### src/rtl/dct_pkg.sv
package dct_pkg;
  // ************************************************************
  // register offsets
  // ************************************************************
  localparam logic [3:0] OFS_SHORT_CTRL  = 4'h0;
  localparam logic [3:0] OFS_SHARED_CTRL = 4'h1;
  localparam logic [3:0] OFS_WIDE_CTRL   = 4'h2;
  localparam logic [3:0] OFS_SHORT_INIT  = 4'h5;
  localparam logic [3:0] OFS_WIDE_INIT   = 4'h6;
  localparam logic [3:0] OFS_WIDE_HOLD   = 4'h7;
  localparam logic [3:0] OFS_WCAP_LO     = 4'h8;
  localparam logic [3:0] OFS_WCAP_HI     = 4'h9;
  localparam logic [3:0] OFS_SCAP_LO     = 4'ha;
  localparam logic [3:0] OFS_SCAP_HI     = 4'hb;
  // ************************************************************
  // control field positions
  // ************************************************************
  localparam int BIT_EN     = 7;
  localparam int BIT_SINGLE = 6;
  localparam int BIT_TOUT   = 5;
  localparam int BIT_CLKSEL = 4;
  localparam int BIT_MASK   = 1;
  localparam int BIT_PINSEL = 0;
  localparam int BIT_HI_FLG = 0;
  localparam int BIT_LO_FLG = 1;
  localparam int BIT_PP_LO  = 2;
  localparam int BIT_PP_HI  = 3;
  localparam int BIT_DEMOD  = 7;
  // ************************************************************
  // reset values and counts
  // ************************************************************
  localparam logic [7:0]  CTRL_RESET = 8'h00;
  localparam logic [7:0]  DATA_RESET = 8'h00;
  localparam logic [1:0]  PP_CODE    = 2'h3;
  localparam logic [7:0]  SHORT_TERM = 8'h01;
  localparam logic [15:0] WIDE_TERM  = 16'h0001;
  localparam logic [7:0]  SHORT_ONE  = 8'h01;
  localparam logic [15:0] WIDE_ONE   = 16'h0001;
  localparam logic [7:0]  PRE_ONE    = 8'h01;
endpackage

### src/rtl/dct_timer.sv
`timescale 1ns/100ps
module dct_timer
  import dct_pkg::*;
#(
  parameter int unsigned DIV = 4
)(
  input  wire logic       sys_clk,
  input  wire logic       rst_n,
  input  wire logic       clk_en,
  input  wire logic [3:0] reg_addr,
  input  wire logic       reg_wr,
  input  wire logic [7:0] reg_wdata,
  output logic      [7:0] reg_rdata,
  input  wire logic       timer_in,
  input  wire logic       port_data,
  output logic            timer_output_pin,
  output logic            short_timeout_irq,
  output logic            wide_timeout_irq
);

  // ************************************************************
  // state
  // ************************************************************
  logic [7:0]  sc;
  logic [7:0]  sh;
  logic [7:0]  wc;
  logic [7:0]  init8;
  logic [7:0]  init_lo;
  logic [7:0]  hold;
  logic [7:0]  t8;
  logic [15:0] t16;
  logic [7:0]  scap_hi;
  logic [7:0]  scap_lo;
  logic [15:0] wcap;
  logic [7:0]  pre;
  logic        tin_s1;
  logic        tin_s2;
  logic        tin_d;
  logic        t8_out;

  // ************************************************************
  // control register update
  // ************************************************************
  function automatic logic [7:0] ctrl_next(
    input logic [7:0] cur,
    input logic       wr,
    input logic [7:0] wd,
    input logic       term,
    input logic       go
  );
    logic [7:0] v;
    v = wr ? wd : cur;
    v[BIT_TOUT] = (cur[BIT_TOUT] & ~(wr & wd[BIT_TOUT])) | term;
    v[BIT_EN] = go | (v[BIT_EN] & ~(term & cur[BIT_SINGLE] & ~wr));
    return v;
  endfunction

  // ************************************************************
  // decode
  // ************************************************************
  wire wr_sc   = reg_wr & (reg_addr == OFS_SHORT_CTRL);
  wire wr_sh   = reg_wr & (reg_addr == OFS_SHARED_CTRL);
  wire wr_wc   = reg_wr & (reg_addr == OFS_WIDE_CTRL);
  wire wr_i8   = reg_wr & (reg_addr == OFS_SHORT_INIT);
  wire wr_ilo  = reg_wr & (reg_addr == OFS_WIDE_INIT);
  wire wr_hold = reg_wr & (reg_addr == OFS_WIDE_HOLD);

  wire [15:0] init16 = {hold, init_lo};
  wire pp    = ({sh[BIT_PP_HI], sh[BIT_PP_LO]} == PP_CODE);
  wire demod = sh[BIT_DEMOD];
  wire rise  = tin_s2 & ~tin_d;
  wire fall  = ~tin_s2 & tin_d;
  wire dm_on = demod & sc[BIT_EN];
  wire cap_hi = dm_on & fall;
  wire cap_lo = dm_on & rise;
  wire dm_restart = cap_hi | cap_lo;
  wire w_edge = demod & wc[BIT_EN] & (rise | fall);

  // free-running divider; first tick lands anywhere
  wire div_tick = (pre == 8'(DIV - 1));
  wire s_tick = sc[BIT_EN] & (sc[BIT_CLKSEL] ? div_tick : 1'b1);
  wire w_tick = wc[BIT_EN] & (wc[BIT_CLKSEL] ? div_tick : 1'b1);

  wire t8_term  = s_tick & ~demod & (t8 == SHORT_TERM);
  wire t16_term = w_tick & (t16 == WIDE_TERM);
  wire go8  = pp & t16_term & ~sc[BIT_EN];
  wire go16 = pp & t8_term & ~wc[BIT_EN];
  wire start8  = wr_sc & reg_wdata[BIT_EN] & ~sc[BIT_EN];
  wire start16 = wr_wc & reg_wdata[BIT_EN] & ~wc[BIT_EN];
  wire load8  = start8 | go8 | (t8_term & ~sc[BIT_SINGLE]);
  wire load16 = start16 | go16 | (t16_term & ~wc[BIT_SINGLE]);

  wire [7:0] next_sc = ctrl_next(sc, wr_sc, reg_wdata, t8_term, go8);
  wire [7:0] next_wc = ctrl_next(wc, wr_wc, reg_wdata, t16_term, go16);
  wire [7:0] sh_w = wr_sh ? reg_wdata : sh;
  wire next_hi_flg = (sh[BIT_HI_FLG] & ~(wr_sh & reg_wdata[BIT_HI_FLG]))
                     | cap_hi;
  wire next_lo_flg = (sh[BIT_LO_FLG] & ~(wr_sh & reg_wdata[BIT_LO_FLG]))
                     | cap_lo;
  wire [7:0] next_sh = {sh_w[7:2], next_lo_flg, next_hi_flg};

  // counters advance only while clk_en is high; clk_en low freezes them
  wire [7:0] t8_step = demod ? t8 + SHORT_ONE : t8 - SHORT_ONE;
  wire [7:0] next_t8 = load8      ? init8 :
                       dm_restart ? DATA_RESET :
                       s_tick     ? t8_step : t8;
  wire [15:0] next_t16 = load16 ? init16 :
                         w_tick ? t16 - WIDE_ONE : t16;

  wire [7:0] rd_mux =
    (reg_addr == OFS_SHORT_CTRL)  ? sc :
    (reg_addr == OFS_SHARED_CTRL) ? sh :
    (reg_addr == OFS_WIDE_CTRL)   ? wc :
    (reg_addr == OFS_SHORT_INIT)  ? init8 :
    (reg_addr == OFS_WIDE_INIT)   ? init_lo :
    (reg_addr == OFS_WIDE_HOLD)   ? hold :
    (reg_addr == OFS_WCAP_LO)     ? wcap[7:0] :
    (reg_addr == OFS_WCAP_HI)     ? wcap[15:8] :
    (reg_addr == OFS_SCAP_LO)     ? scap_lo :
    (reg_addr == OFS_SCAP_HI)     ? scap_hi : DATA_RESET;

  // ************************************************************
  // pin synchroniser and divider
  // ************************************************************
  always_ff @(posedge sys_clk or negedge rst_n)
  begin
    if (!rst_n)
    begin
      tin_s1 <= 1'b0;
      tin_s2 <= 1'b0;
      tin_d  <= 1'b0;
      pre    <= DATA_RESET;
    end
    else if (clk_en)
    begin
      tin_s1 <= timer_in;
      tin_s2 <= tin_s1;
      tin_d  <= tin_s2;
      pre    <= div_tick ? DATA_RESET : pre + PRE_ONE;
    end
  end

  // ************************************************************
  // registers
  // ************************************************************
  always_ff @(posedge sys_clk or negedge rst_n)
  begin
    if (!rst_n)
    begin
      sc      <= CTRL_RESET;
      sh      <= CTRL_RESET;
      wc      <= CTRL_RESET;
      init8   <= DATA_RESET;
      init_lo <= DATA_RESET;
      hold    <= DATA_RESET;
    end
    else if (clk_en)
    begin
      sc <= next_sc;
      sh <= next_sh;
      wc <= next_wc;
      if (wr_i8)
        init8 <= reg_wdata;
      if (wr_ilo)
        init_lo <= reg_wdata;
      if (wr_hold)
        hold <= reg_wdata;
    end
  end

  // ************************************************************
  // counters and captures
  // ************************************************************
  always_ff @(posedge sys_clk or negedge rst_n)
  begin
    if (!rst_n)
    begin
      t8      <= DATA_RESET;
      t16     <= {DATA_RESET, DATA_RESET};
      scap_hi <= DATA_RESET;
      scap_lo <= DATA_RESET;
      wcap    <= {DATA_RESET, DATA_RESET};
      t8_out  <= 1'b0;
    end
    else if (clk_en)
    begin
      t8  <= next_t8;
      t16 <= next_t16;
      if (cap_hi)
        scap_hi <= t8;
      if (cap_lo)
        scap_lo <= t8;
      if (w_edge)
        wcap <= t16;
      if (t8_term)
        t8_out <= ~t8_out;
    end
  end

  // ************************************************************
  // outputs
  // ************************************************************
  always_ff @(posedge sys_clk or negedge rst_n)
  begin
    if (!rst_n)
    begin
      reg_rdata         <= DATA_RESET;
      timer_output_pin  <= 1'b0;
      short_timeout_irq <= 1'b0;
      wide_timeout_irq  <= 1'b0;
    end
    else if (clk_en)
    begin
      reg_rdata         <= rd_mux;
      timer_output_pin  <= sc[BIT_PINSEL] ? t8_out : port_data;
      short_timeout_irq <= sc[BIT_TOUT] & sc[BIT_MASK];
      wide_timeout_irq  <= wc[BIT_TOUT] & wc[BIT_MASK];
    end
  end
endmodule

### config.mk
export PLATFORM = sky130hd
export DESIGN_NAME = dct_timer
export DESIGN_NICKNAME = d
export VERILOG_FILES = /design/src/rtl/dct_pkg.sv /design/src/rtl/dct_timer.sv
export SDC_FILE = /design/constraint.sdc
export NUM_CORES = 1
export LEC_CHECK = 0
export ABC_AREA = 0
export BUFFER_PORTS_ARGS = -buffer_cell sky130_fd_sc_hd__buf_2
export CAP_MARGIN = 20
export CELL_PAD_IN_SITES_DETAIL_PLACEMENT = 1
export CELL_PAD_IN_SITES_GLOBAL_PLACEMENT = 2
export CORE_UTILIZATION = 44
export DETAILED_ROUTE_END_ITERATION = 10
export GPL_TIMING_DRIVEN = 1
export PLACE_DENSITY = 0.88
export SYNTH_ARGS = -nofsm -noshare
export SYNTH_HDL_FRONTEND = slang
export SYNTH_SLANG_ARGS = --single-unit
### constraint.sdc
create_clock -name sys_clk -period 5.8 [get_ports sys_clk]
set_input_delay 1.16 -clock sys_clk [delete_from_list [all_inputs] [get_ports sys_clk]]
set_output_delay 1.16 -clock sys_clk [all_outputs]
set_load 0.01 [all_outputs]
==> results of run 1 <==
[critical path, delay by kind of cell]
| kind | cells | cell delay, ns |
|---|---|---|
| AO/OA/AOI/OAI | 4 | 1.09 |
| AND/OR/NAND/NOR | 2 | 0.97 |
| buffers and inverters | 1 | 0.25 |
[power breakdown]
part	leakage [nW]	internal [W]	switching, W	total, W
logic	1.38	0.000320	0.000367	0.000687
registers	1.59	0.00113	0.000324	0.00146
clock network	0.305	0.000725	0.000423	0.00115
total	3.28	0.00218	0.00111	0.00329
[kinds of logic (layout without fill, tap and decap cells)]
logic type                 after synthesis  count (layout)  share of synthesized area
DFF                                    127             127                      0.483
adders and majority gates                8               8                     0.0152
muxes                                   78              78                      0.135
and+or+nand+nor                        216             216                      0.166
xor gates and xnor gates                 6               6                    0.00799
AOI/OAI and AO/OA                      161             161                      0.163
buffers and inverters                   51              84                     0.0293
[worst max-delay path by stage]
stage           startpoint  depth (start not counted)  endpoint
3_5_place_dp        clk_en                          5  init8[0]
5_1_grt        reg_addr[0]                          7   t16[10]
3_3_place_gp        clk_en                          5  init8[3]
4_1_cts             clk_en                          5   hold[1]
2_1_floorplan  reg_addr[0]                          7     t8[2]
6_report       reg_addr[0]                          7   t16[10]
[synthesized netlist by cell type, types with 6 or more instances]
cell type	count	area [um2]
sky130_fd_sc_hd__ha_1	8	100
sky130_fd_sc_hd__inv_1	17	63.8
sky130_fd_sc_hd__o22ai_1	17	106
sky130_fd_sc_hd__dfrtp_1	127	3180
sky130_fd_sc_hd__clkbuf_1	30	113
sky130_fd_sc_hd__nor3_1	16	80.1
sky130_fd_sc_hd__nand3_1	15	75.1
sky130_fd_sc_hd__a31oi_1	13	81.3
sky130_fd_sc_hd__nand4_1	11	68.8
sky130_fd_sc_hd__a21oi_1	27	135
sky130_fd_sc_hd__mux2_2	67	754
sky130_fd_sc_hd__nor2_1	46	173
sky130_fd_sc_hd__a221o_1	6	60.1
sky130_fd_sc_hd__o21ai_0	40	200
sky130_fd_sc_hd__or2_2	6	37.5
sky130_fd_sc_hd__mux2i_1	9	90.1
sky130_fd_sc_hd__nand2_1	72	270
sky130_fd_sc_hd__nor4_1	6	37.5
sky130_fd_sc_hd__o211a_1	6	60.1
sky130_fd_sc_hd__or3_1	6	37.5
[area by class of cell]
cell class,count,share of cell area
clock buffers,17,0.0566
repair buffers,36,0.0281
multi-input cells,469,0.426
inverters,17,0.00848
well taps,184,0.0306
clock inverters,14,0.0274
flip-flops and latches,127,0.423
[layer usage]
| layer | global-route usage | wire [um] | vias up |
|---|---|---|---|
| li1 | - | - | 2453 |
| met1 | 0.386 | 9340 | 2783 |
| met2 | 0.449 | 10100 | 167 |
| met3 | 0.0782 | 1450 | 36 |
| met4 | 0.107 | 525 | 0 |
| met5 | 0 | 0 | - |
[state kept, by name, summed over array words and instances, names as in the netlist]
register,flops
t16,16
wcap,16
hold,8
init8,8
init_lo,8
pre,8
reg_rdata,8
sc,8
scap_hi,8
scap_lo,8
sh,8
t8,8
wc,8
short_timeout_irq,1
t8_out,1
timer_output_pin,1
tin_d,1
tin_s1,1
tin_s2,1
wide_timeout_irq,1
[per-stage QoR]
stage               instances  area, um2  setup slack, ns  hold WS (ns)
detailed placement        829       6850             2.16         0.474
global route              864       7520             2.51         0.496
global placement          829       6850             2.21         0.462
CTS                       860       7490             2.58         0.483
finish                    864       7520             2.62         0.481
floorplan                 647       6580             2.73         0.445
==> results.md, run 1 <==
Setup path:
- The cell with the largest stage delay on the worst path is sky130_fd_sc_hd__or4b_1.
- On the worst path, the slowest cell contributes a delay of 0.72 ns.
- STA puts the critical path data required time at 6.11 ns.
- The endpoint type of the worst setup path is a flip-flop.
- The type of the worst setup path is input port to flip-flop.
- The endpoint identified for the worst register-to-register timing path is t8[6].
- The signal arrival time at the worst endpoint is 3.49 ns.
- The number of cells on the worst reg-to-reg path is 5.
- The worst flop-to-flop path startpoint is t16[11].
- Of all nets on the critical path, the largest fanout is 26.
- The startpoint class of the critical path is an input port.
- For flop-to-flop paths, the worst setup slack is 2.83 ns.
- The signal on the critical path passes through buf_2 > or4b_1 > nor2_1 > a32o_1 > o21ai_1 > o211a_1 > a221o_1.

Placement:
- The wire-length estimate of the detail-placed layout is 15,800 um.
- The number of port buffers is 28.
- The congestion estimate from routability-driven global placement came to 0.914.

Drt:
- The final layout contains routed wiring with a total length of 21,400 um.
- The first detailed-routing pass took 6 iterations.
- The per-cell routed wire length is 24.8 um.
- The count of nets left with antenna violations once routing finished came out at 0.
- Summing over every cut layer, the via total after detailed routing is 5,439.
- The DRC violations left is 0.
- The detailed router finished its first iteration with 504 violations.
- The number of vias per cell is 6.30.

Cells and area:
- The top cell types in the final layout, fill and taps aside, are sky130_fd_sc_hd__dfrtp_1, sky130_fd_sc_hd__nand2_1, sky130_fd_sc_hd__mux2_2.
- Fill cells in the final layout number 1,599.
- Compared with the post-synthesis result, the final layout area differs by 14.4%.
- Of the cells placed in the final design, the portion with a size suffix greater than 1 is 0.219.
- The number of antenna diodes in the final layout is 0.
- Summing all multi-input logic gate instances after layout gives 3210 um2.
- The most common library cell in the layout ignoring fill and taps is sky130_fd_sc_hd__dfrtp_1.
- The sequential cell area is 3180 um2.
- For this run, the share of the core covered by cells in the final layout is 0.517.
- The number of nets in the finished design is 694.

Yosys:
- Dividing the synthesized area by the synthesized cell count gives 10.2 um2.
- After synthesis the netlist holds a flip-flop and latch count of 127.
- In this run, distinct cell masters in the synthesized netlist total 66.
- The Yosys step of the flow raised 0 warnings.
- Of the synthesized area, sequential elements account for 0.483.
- The area of the mapped netlist is 6580 um2.
- After synthesis, the share of flip-flops with an asynchronous set or reset is 1.00.
- The number of nets handed over by synthesis was 673.
- In the synthesized netlist the dominant register cell turns out to be sky130_fd_sc_hd__dfrtp_1.
- The number of enable flip-flop cells after synthesis is 0.
- After technology mapping, the gate count stands at 647.

Min path:
- Along the worst hold path, the cell count comes to 1.
- The worst-case hold path end point is t8_out.
- In this run the most critical hold path is launched from t8_out.
- The path category of the worst min-delay check is flip-flop to flip-flop.

Global route:
- The via count of the first global-routing pass is 5,742.
- The sum of overflow across all layers after global routing is 0.
- The first global-routing pass estimated 33,500 um of wire.
- Entering global routing, the biggest net connects 73 pins.
- Across every metal layer, demand over resource in global routing totals 0.289.
- The initial antenna violation count is 0.

STA:
- Setup repair after global routing left no endpoint under its margin.
- The final clock period utilization by the worst path is 0.548.
- The worst slew margin relative to its limit is 0.437.
- The max-slew violation total from the final report is 0.
- The count of endpoints failing hold in the final timing report is 0.
- Setup violations remaining at the end of the flow were counted as 0.
- The total negative slack for setup checks is 0 ns.
- For the pin with the worst max-slew slack, the measured transition is 0.823 ns.
- For the finished layout, the period the worst path requires is 3.18 ns.
- The maximum frequency from static timing analysis is 315 MHz.
- The largest clock skew in the final design is 0.00653 ns.

Power:
- The total power divided by cell area is 438 nW/um2.
- Summing internal, switching and leakage power gives 0.00329 W.
- The analysis attributes to cell leakage a power of 3.28 nW.
- IR analysis of the VDD net gives a maximum drop of 0.259 mV.

Clock network:
- The H-tree was split into 4 levels.
- After clock tree synthesis, the clock-pin slew on the worst setup and hold paths is 0.06 ns.
- The post-CTS setup buffer count is 0.
- TritonCTS built the clock tree.
- The number of CTS-inserted buffers is 17.
- The insertion delay to the later sink of the worst-skew pair is 0.42 ns.
- The library cell used as clock root buffer is sky130_fd_sc_hd__clkbuf_16.
- The post-cts repair resize count is 0.
- The number of hold buffers added after CTS is 0.
- The number of sinks driven by the clock tree is 127.
- No sink is reached through more buffers than the 2 on the longest clock path.

Floorplanning:
- In this run the core area contains 44 standard-cell rows.
- The I/O pin count is 29.
- The floorplan step defined a core boundary enclosing 14,500 um2.
- The die outline height is 124 um.
- The initial utilization of the core area, before any placement, comes to 0.452.
- The die covers 15,400 um2.
- The horizontal extent of the die is 124 um.

Flow run:
- Max-cap violations in this run came to 0.

Outcome:
- The run finished with clean final reports.
(Power assumes the default switching activity.)
==> run 2: changes to the inputs <==
--- a/config.mk
+++ b/config.mk
@@ -10,10 +10,10 @@
 export CAP_MARGIN = 20
 export CELL_PAD_IN_SITES_DETAIL_PLACEMENT = 1
 export CELL_PAD_IN_SITES_GLOBAL_PLACEMENT = 2
-export CORE_UTILIZATION = 44
+export CORE_UTILIZATION = 37
 export DETAILED_ROUTE_END_ITERATION = 10
 export GPL_TIMING_DRIVEN = 1
-export PLACE_DENSITY = 0.88
+export PLACE_DENSITY = 0.79
 export SYNTH_ARGS = -nofsm -noshare
 export SYNTH_HDL_FRONTEND = slang
 export SYNTH_SLANG_ARGS = --single-unit
==> constraint.sdc (replaced) <==
create_clock -name sys_clk -period 2.6 [get_ports sys_clk]
set_input_delay 0.52 -clock sys_clk [delete_from_list [all_inputs] [get_ports sys_clk]]
set_output_delay 0.52 -clock sys_clk [all_outputs]
set_load 0.01 [all_outputs]
==> run 2 against run 1 <==
Against the previous run: global-route usage is 1.7 points lower; largest power group unchanged; cell count increased by 12%; register-to-register slack worse by 2.7 ns; critical path type is now flip-flop to flip-flop; flip-flop and latch count unchanged; highest routed layer unchanged; combinational power grew to 2.7 times the previous value.
==> results.md, run 2 (synthesis results as in run 1) <==
Cells and area:
- The most common library cell in the layout ignoring fill and taps is sky130_fd_sc_hd__dfrtp_1.
- In the final layout, the registers with the most flip-flops are t16 (16), wcap (16).
- The number of nets in the finished design is 749 (+7.9%).
- Compared with the post-synthesis result, the final layout area differs by 21.7%.
- The library cells used most frequently in the layout, excluding fill and tap cells, are sky130_fd_sc_hd__dfrtp_1, sky130_fd_sc_hd__nand2_1, sky130_fd_sc_hd__mux2_2.
- The ratio of cells with drive above 1 in the final layout is 0.288 (+0.0689).
- The final cell count without fillers is 964 (+12%).

Clock network:
- The number of CTS-inserted buffers came to 17 (unchanged).
- The insertion delay to the later sink of the worst-skew pair is 0.42 ns (about the same).
- The post-cts repair resize count is 0 (unchanged).
- The number of sinks driven by the clock tree is 127 (unchanged).
- The maximum count of clock buffers along a single path came to 2 (unchanged).
- The post-CTS setup buffer count came to 0 (unchanged).
- The number of hold buffers added after CTS came to 0 (unchanged).
- TritonCTS built the clock tree.
- The clock transition time at the flip-flop clock pins of the worst setup and hold paths is 0.06 ns (about the same).
- The total number of H-tree levels is 4 (unchanged).
- The library cell used as clock root buffer is sky130_fd_sc_hd__clkbuf_16.

Min path:
- The tightest min-delay check is of the input port to asynchronous set/reset pin type.

Setup path:
- The highest fanout seen on the critical path is 9 (-65%).
- The signal on the critical path passes through nor4_1 > nand4_1 > nor4_2 > nor2_1 > buf_4 > a31oi_1 > o211ai_1.
- The largest stage delay on the critical path is 0.48 ns (-0.24 ns).
- The number of cells on the worst reg-to-reg path was 7 (+2).
- The worst flop-to-flop path startpoint is t16[8].
- The worst setup path is launched from a flip-flop.
- The register-to-register setup slack was 0.10 ns (-2.73 ns).
- The count of buffering cells on the critical path with inverters included is 1 (unchanged).
- The signal arrival time at the worst endpoint is 2.79 ns (-0.70 ns).
- The type of the worst setup path is flip-flop to flip-flop.
- The endpoint of the lowest-slack register-to-register path is t8[5].
- The worst path required time was 2.89 ns (-3.22 ns).
- The cell with the largest stage delay on the worst path is sky130_fd_sc_hd__nor4_1.
- The worst setup path is captured at a flip-flop.
- Grouping stages by cell kind, the critical path spends the most delay in simple AND/OR/NAND/NOR gates.

Placement:
- The number of port buffers is 28 (unchanged).
- The global placer's final weighted congestion is 0.938 (+2.6%).
- The instance count after placement with tap cells included is 929 (+12%).
- The HPWL after detailed placement is 17,600 um (+11%).

Power:
- The leakage component of the power is 3.52 nW (+7.3%).
- The total net switching power came to 0.00252 W (+130%).
- The clock group share of total power is 0.320 (-0.029).
- The switching power as a share of total power is 0.343 (+0.00455).
- The internal cell power is 0.00484 W (+120%).
- The worst supply voltage drop on vdd is 0.771 mV (+200%).
- The proportion of power drawn by combinational gates came to 0.255 (+0.046).
- The total power divided by cell area came to 920 nW/um2 (+110%).
- The sequential power share is 0.424 (-0.019).

Global route:
- The global-route wire length before repair was 36,200 um (+8.1%).
- The initial antenna violation count is 2 (+2).
- The via count of the first global-routing pass was 5,993 (+4.4%).
- The sum of overflow across all layers after global routing is 0 (unchanged).
- The total routing resource utilization after global routing is 0.272 (-0.0173).
- The largest net degree at the start of global routing is 62 (-15%).

Floorplanning:
- The core area is 17,400 um2 (+19%).
- The horizontal extent of the die was 135 um (+8.9%).
- The I/O pin count came to 29 (unchanged).
- The die area is 18,300 um2 (+19%).
- The total number of placement rows is 48 (+9.1%).
- The starting density of the core came to 0.379 (-0.0736).
- The die outline height is 135 um (+8.9%).

Drt:
- The wire length after detailed routing was 23,200 um (+8.3%).
- The vias after detailed routing is 5,675 (+4.3%).
- The first-iteration detailed-routing DRC count was 394 (-22%).
- The per-cell routed wire length is 24.1 um (-3.0%).
- The DRC violations left is 0 (unchanged).
- The number of vias per cell is 5.89 (-6.5%).
- The count of nets left with antenna violations after detail routing was 0 (unchanged).
- The number of optimization iterations in the first detailed-route pass was 6 (unchanged).

STA:
- The minimum hold slack is 0.0672 ns (-0.414 ns).
- The final setup violation count is 0 (unchanged).
- The max-slew violation total from the final report came to 0 (unchanged).
- Subtracting the final worst setup slack from the clock period gives 2.50 ns.
- The worst slew margin relative to its limit is 0.515 (+0.0776).
- Of the available clock period, the critical path in the final layout requires 0.960.
- Timing would allow up to 401 MHz.
- The total negative slack for setup checks is 0 ns (unchanged).
- The count of endpoints failing hold in the final timing report was 0 (unchanged).
- Setup repair after global routing left no endpoint under its margin.
- The largest clock skew in the final design was 0.00980 ns (+0.00327 ns).
- The measured slew at the worst slew-check pin is 0.718 ns (-0.105 ns).

Flow run:
- The number of max-cap violations came to 0 (unchanged).

Outcome:
- The flow ran to the end, and the final reports show no timing, DRC or antenna violations.
==> run 2: changes by cell type in the layout (fill, tap and decap cells not counted), sizes merged <==
cell	before	now
clkinvlp	1	3
diode	0	3
buf	34	91
inv	22	19
clkinv	4	5
clkbuf	19	20
bufinv	4	2
==> run 2: final cells by class <==
cell class / instances / area [um2]
antenna: 3 / 7.51
clock buffer: 20 / 447
clock inverter: 12 / 136
fill: 1930 / 9360
inverter: 17 / 63.8
multi-input combinational: 469 / 3270
sequential: 127 / 3180
tap: 225 / 282
timing repair buffer: 91 / 619
==> run 2: metrics by stage <==
| step | cell area (um2) | setup slack, ns | utilization | power [W] |
|---|---|---|---|---|
| finish | 8000 | 0.104 | 0.461 | 0.00736 |
| global route | 8000 | 0.0116 | 0.461 | 0.00774 |
| CTS | 7930 | 0.0143 | 0.457 | 0.00735 |
| detailed placement | 7350 | 0.0210 | 0.423 | 0.00495 |
| global placement | 7350 | 0.109 | 0.423 | 0.00482 |
| floorplan | 6580 | 0.168 | - | 0.00404 |
==> run 2: power groups by stage <==
stage | clock network, W | logic, W | registers [W]
final | 0.00236 | 0.00188 | 0.00312
after global routing | 0.00248 | 0.00207 | 0.00319
after CTS | 0.00240 | 0.00185 | 0.00311
after detailed placement | 0 | 0.00182 | 0.00313
after global placement | 0 | 0.00174 | 0.00308
after floorplan | 0 | 0.00114 | 0.00290
==> run 2: how the worst max path moves through the flow <==
stage / start / end / slack, ns / cells after the start
floorplan: reg_addr[0] / t8[2] / 0.17 / 7
global placement: pre[0] / t16[14] / 0.11 / 7
detailed placement: pre[0] / t16[11] / 0.02 / 8
CTS: pre[0] / t16[11] / 0.01 / 8
global route: t16[8] / t8[5] / 0.01 / 7
finish: t16[8] / t8[5] / 0.10 / 7
==> run 2: metal layers <==
layer | part of all wire | global-route usage | wire length [um]
met5 | 0 | 0 | 0
met4 | 0.026 | 0.0943 | 601
met3 | 0.045 | 0.0640 | 1060
met2 | 0.49 | 0.444 | 11400
met1 | 0.44 | 0.352 | 10200
==> run 3: changes to the inputs <==
--- a/config.mk
+++ b/config.mk
@@ -5,15 +5,16 @@
 export SDC_FILE = /design/constraint.sdc
 export NUM_CORES = 1
 export LEC_CHECK = 0
-export ABC_AREA = 0
+export ABC_AREA = 1
 export BUFFER_PORTS_ARGS = -buffer_cell sky130_fd_sc_hd__buf_2
 export CAP_MARGIN = 20
 export CELL_PAD_IN_SITES_DETAIL_PLACEMENT = 1
 export CELL_PAD_IN_SITES_GLOBAL_PLACEMENT = 2
-export CORE_UTILIZATION = 37
+export CORE_UTILIZATION = 33
 export DETAILED_ROUTE_END_ITERATION = 10
 export GPL_TIMING_DRIVEN = 1
 export PLACE_DENSITY = 0.79
 export SYNTH_ARGS = -nofsm -noshare
 export SYNTH_HDL_FRONTEND = slang
 export SYNTH_SLANG_ARGS = --single-unit
+export TNS_END_PERCENT = 30
==> run 3 against run 2 <==
Against the previous run: core utilization shrank 6.9 points; sequential share of layout area up 0.26 points; via count is 11% higher; first-iteration DRC count is 19% lower; critical path depth rose by 4; global-route usage is 4.0 points lower; sequential power rose by 4%; setup slack gained 0.17 ns; die area is 16% higher; cell area decreased by 0.66%; synthesized cell count grew 43%; critical path type unchanged; critical endpoint is now t16[9]; largest cell class is now registers; largest power group unchanged.
==> results.md, run 3 <==
Yosys:
- The predominant post-synthesis flop cell is sky130_fd_sc_hd__dfrtp_1.
- The number of synthesized register bits was 127 (unchanged).
- The fraction of synthesis flops using an asynchronous set or reset pin came to 1.00 (unchanged).
- Summed over all instances, the cell type with the most area after synthesis is sky130_fd_sc_hd__dfrtp_1.
- Yosys instantiated no cell more often than sky130_fd_sc_hd__nand2_1.
- The number of enable flip-flop cells after synthesis came to 0 (unchanged).
- The number of warnings issued by yosys came to 0 (unchanged).
- By area the synthesized netlist is led by sky130_fd_sc_hd__dfrtp_1, sky130_fd_sc_hd__nand2_1, sky130_fd_sc_hd__o21ai_0.
- The number of different library cells in the post-synthesis netlist is 34 (-48%).
- The synthesized area per cell came to 7.40 um2 (-27%).
- The share of synthesized area occupied by flip-flops and latches is 0.464 (-0.0188).
- By count the netlist is led by sky130_fd_sc_hd__nand2_1, sky130_fd_sc_hd__dfrtp_1, sky130_fd_sc_hd__o21ai_0.
- The portion of synthesized cell area occupied by the leading cell type is 0.464 (-0.0188).
- The area of the mapped netlist is 6840 um2 (+4.1%).
- The number of instances in the synthesized netlist came to 925 (+43%).
- The synthesized net count was 951 (+41%).

Clock network:
- The total number of H-tree levels was 4 (unchanged).
- The insertion delay to the later sink of the worst-skew pair is 0.43 ns (about the same).
- The post-cts repair resize count was 0 (unchanged).
- The clock transition time at the flip-flop clock pins of the worst setup and hold paths is 0.07 ns (about the same).
- The number of sinks driven by the clock tree came to 127 (unchanged).
- The maximum count of clock buffers along a single path came to 2 (unchanged).
- The number of CTS-inserted buffers is 17 (unchanged).
- The library cell used as clock root buffer is sky130_fd_sc_hd__clkbuf_16.
- The number of hold buffers added after CTS is 0 (unchanged).
- The post-CTS setup buffer count is 0 (unchanged).
- The TritonCTS clock tree is built.

Drt:
- The wire length after detailed routing is 23,100 um (-0.46%).
- The number of vias per cell is 5.03 (-14%).
- The vias after detailed routing is 6,307 (+11%).
- The first-iteration detailed-routing DRC count is 321 (-19%).
- The number of optimization iterations in the first detailed-route pass is 5 (-1).
- The DRC violations left was 0 (unchanged).
- The per-cell routed wire length was 18.4 um (-23%).
- The count of nets left with antenna violations after detail routing is 0 (unchanged).

Cells and area:
- The most common library cell in the layout ignoring fill and taps is sky130_fd_sc_hd__nand2_1.
- The ratio of cells with drive above 1 in the final layout is 0.110 (-0.178).
- The library cells used most frequently in the layout, excluding fill and tap cells, are sky130_fd_sc_hd__nand2_1, sky130_fd_sc_hd__dfrtp_1, sky130_fd_sc_hd__o21ai_0.
- The final cell utilization of the core is 0.392 (-0.0694).
- The layout filler cell count is 2,544 (+32%).
- The area growth from synthesis to layout is 16.2%.
- The number of nets in the finished design is 996 (+33%).
- The largest registers in the layout are t16 (16), wcap (16).
- The number of antenna diodes is 0 (-3).

Power:
- The total power divided by cell area came to 1010 nW/um2 (+9.3%).
- The switching power as a share of total power is 0.403 (+0.0596).
- The sequential power share is 0.408 (-0.016).
- The total net switching power is 0.00322 W (+27%).
- The proportion of power drawn by combinational gates is 0.303 (+0.048).
- The internal cell power is 0.00478 W (-1.2%).
- The leakage component of the power is 3.96 nW (+12%).
- The worst supply voltage drop on vdd is 0.404 mV (-48%).
- The clock group share of total power is 0.289 (-0.031).
- The sum of internal, switching and leakage power is 0.00800 W (+8.6%).

STA:
- The final critical-path required period is 2.32 ns (-0.173 ns).
- The max-slew violation total from the final report came to 0 (unchanged).
- The measured slew at the worst slew-check pin is 0.972 ns (+0.254 ns).
- The minimum hold slack is 0.0117 ns (-0.0555 ns).
- The final setup violation count is 0 (unchanged).
- The count of endpoints failing hold in the final timing report was 0 (unchanged).
- Setup repair after global routing left no endpoint under its margin.
- The worst slew margin relative to its limit came to 0.349 (-0.165).
- The final clock period utilization by the worst path is 0.894 (-0.0666).
- The largest clock skew in the final design is 0.0151 ns (+0.00530 ns).
- The maximum frequency from static timing analysis came to 430 MHz (+7.5%).
- The total negative slack for setup checks is 0 ns (unchanged).

Placement:
- The number of port buffers is 28 (unchanged).
- The HPWL after detailed placement is 17,500 um (-0.62%).
- The global placer's final weighted congestion was 0.858 (-8.6%).

Global route:
- The sum of overflow across all layers after global routing is 0 (unchanged).
- The total routing resource utilization after global routing is 0.232 (-0.0399).
- The via count of the first global-routing pass is 6,481 (+8.1%).
- The initial antenna violation count was 0 (-2).
- The largest net degree at the start of global routing is 46 (-26%).
- The global-route wire length before repair is 37,300 um (+2.9%).

Floorplanning:
- The die outline height is 146 um (+7.9%).
- The die area is 21,300 um2 (+16%).
- The I/O pin count is 29 (unchanged).
- The horizontal extent of the die came to 146 um (+7.9%).
- The starting density of the core is 0.337 (-0.0418).
- The core area is 20,300 um2 (+17%).
- The total number of placement rows is 52 (+8.3%).

Setup path:
- Grouping stages by cell kind, the critical path spends the most delay in simple AND/OR/NAND/NOR gates.
- The critical path goes through ha_1 > nand2_1 > nor2_1 > nor2_1 > nor2_1 > nand3_2 > buf_4 > nand3_4 > nand2_1 > nand2_1 > o21ai_1.
- The largest stage delay on the critical path was 0.40 ns (-0.08 ns).
- The endpoint type of the worst setup path is a flip-flop.
- The critical path is of the flip-flop to flip-flop type.
- The register-to-register setup slack came to 0.28 ns (+0.17 ns).
- The count of buffering cells on the critical path with inverters included is 1 (unchanged).
- The signal arrival time at the worst endpoint is 2.64 ns (-0.15 ns).
- The highest fanout seen on the critical path came to 19 (+10).
- STA classifies the critical path startpoint as a flip-flop.
- The worst path required time came to 2.92 ns (+0.03 ns).
- The cell with the largest stage delay on the worst path is sky130_fd_sc_hd__dfrtp_1.

Outcome:
- The run finished with clean final reports.

Flow run:
- The number of max-cap violations was 0 (unchanged).

Min path:
- The path class of the tightest hold or removal check is input port to asynchronous set/reset pin.
-- run 3: changes by cell type in the layout (fill, tap and decap cells not counted), moves of 10 or more --
cell                      delta
sky130_fd_sc_hd__nand2_1   +251
sky130_fd_sc_hd__inv_1      +81
sky130_fd_sc_hd__mux2_2     -64
sky130_fd_sc_hd__o21ai_0    +60
sky130_fd_sc_hd__buf_4      -42
sky130_fd_sc_hd__nand3_1    +31
sky130_fd_sc_hd__nand4_1    +31
sky130_fd_sc_hd__nor2_1     +28
sky130_fd_sc_hd__o22ai_1    -16
sky130_fd_sc_hd__a31oi_1    -13
sky130_fd_sc_hd__nor3_1     -10
sky130_fd_sc_hd__xor2_1     +10
-- run 3: logic make-up after synthesis --
logic type      share of synthesized area
flops                               0.464
mux                               0.00494
compound gates                     0.0971
xor+xnor                           0.0179
buf+inv                            0.0737
fa+ha+maj                          0.0146
simple gates                        0.327
-- run 3: metal layers --
metal  part of all wire  wire [um]  up-vias  global-route usage
met5                  0          0        -                   0
met4              0.014        313        0              0.0703
met3              0.036        837       23              0.0426
met2               0.45      10500       86               0.353
met1               0.50      11400     3123               0.334
li1                   -          -     3075                   -
-- run 3: worst reg2reg max path, stage by stage (launching register included) --
cell and delay (ns):
sky130_fd_sc_hd__dfrtp_1 0.40, sky130_fd_sc_hd__ha_1 0.24, sky130_fd_sc_hd__nand2_1 0.07, sky130_fd_sc_hd__nor2_1 0.23, sky130_fd_sc_hd__nor2_1 0.09, sky130_fd_sc_hd__nor2_1 0.36, sky130_fd_sc_hd__nand3_2 0.14, sky130_fd_sc_hd__buf_4 0.22
sky130_fd_sc_hd__nand3_4 0.20, sky130_fd_sc_hd__nand2_1 0.13, sky130_fd_sc_hd__nand2_1 0.09, sky130_fd_sc_hd__o21ai_1 0.05
-- run 3: worst paths after layout --
kind | startpoint | end | cells after the start
worst max register to register | pre[0] | t16[9] | 11
max in group asynchronous | rst_n | init_lo[5] | 2
worst max-delay path | pre[0] | t16[9] | 11
worst min-delay path | rst_n | t8[7] | 1
min in group sys_clk | timer_in | tin_s1 | 3
worst min register to register | t8_out | t8_out | 1
-- run 3: stage by stage --
| stage | std cells | instance area, um2 | setup WS, ns |
|---|---|---|---|
| global placement | 1221 | 7390 | 0.118 |
| CTS | 1253 | 7950 | 0.263 |
| global route | 1253 | 7950 | 0.0185 |
| floorplan | 925 | 6840 | 0.811 |
| detailed placement | 1221 | 7390 | 0.0996 |
| finish | 1253 | 7950 | 0.277 |
-- run 3: power groups by stage --
stage               Sequential [W]  Combinational, W  Clock, W
CTS                        0.00326           0.00244   0.00237
detailed placement         0.00329           0.00242         0
floorplan                  0.00303           0.00172         0
global placement           0.00329           0.00237         0
finish                     0.00326           0.00242   0.00231
global route               0.00334           0.00283   0.00244
-- run 3: layout make-up --
class / instances / area (um2) / area share
Sequential cell: 127 / 3180 / 0.400
Multi-Input combinational cell: 670 / 3160 / 0.398
Clock buffer: 18 / 439 / 0.0552
Inverter: 104 / 390 / 0.0491
Tap cell: 270 / 338 / 0.0425
Timing Repair Buffer: 50 / 324 / 0.0408
Clock inverter: 14 / 119 / 0.0150
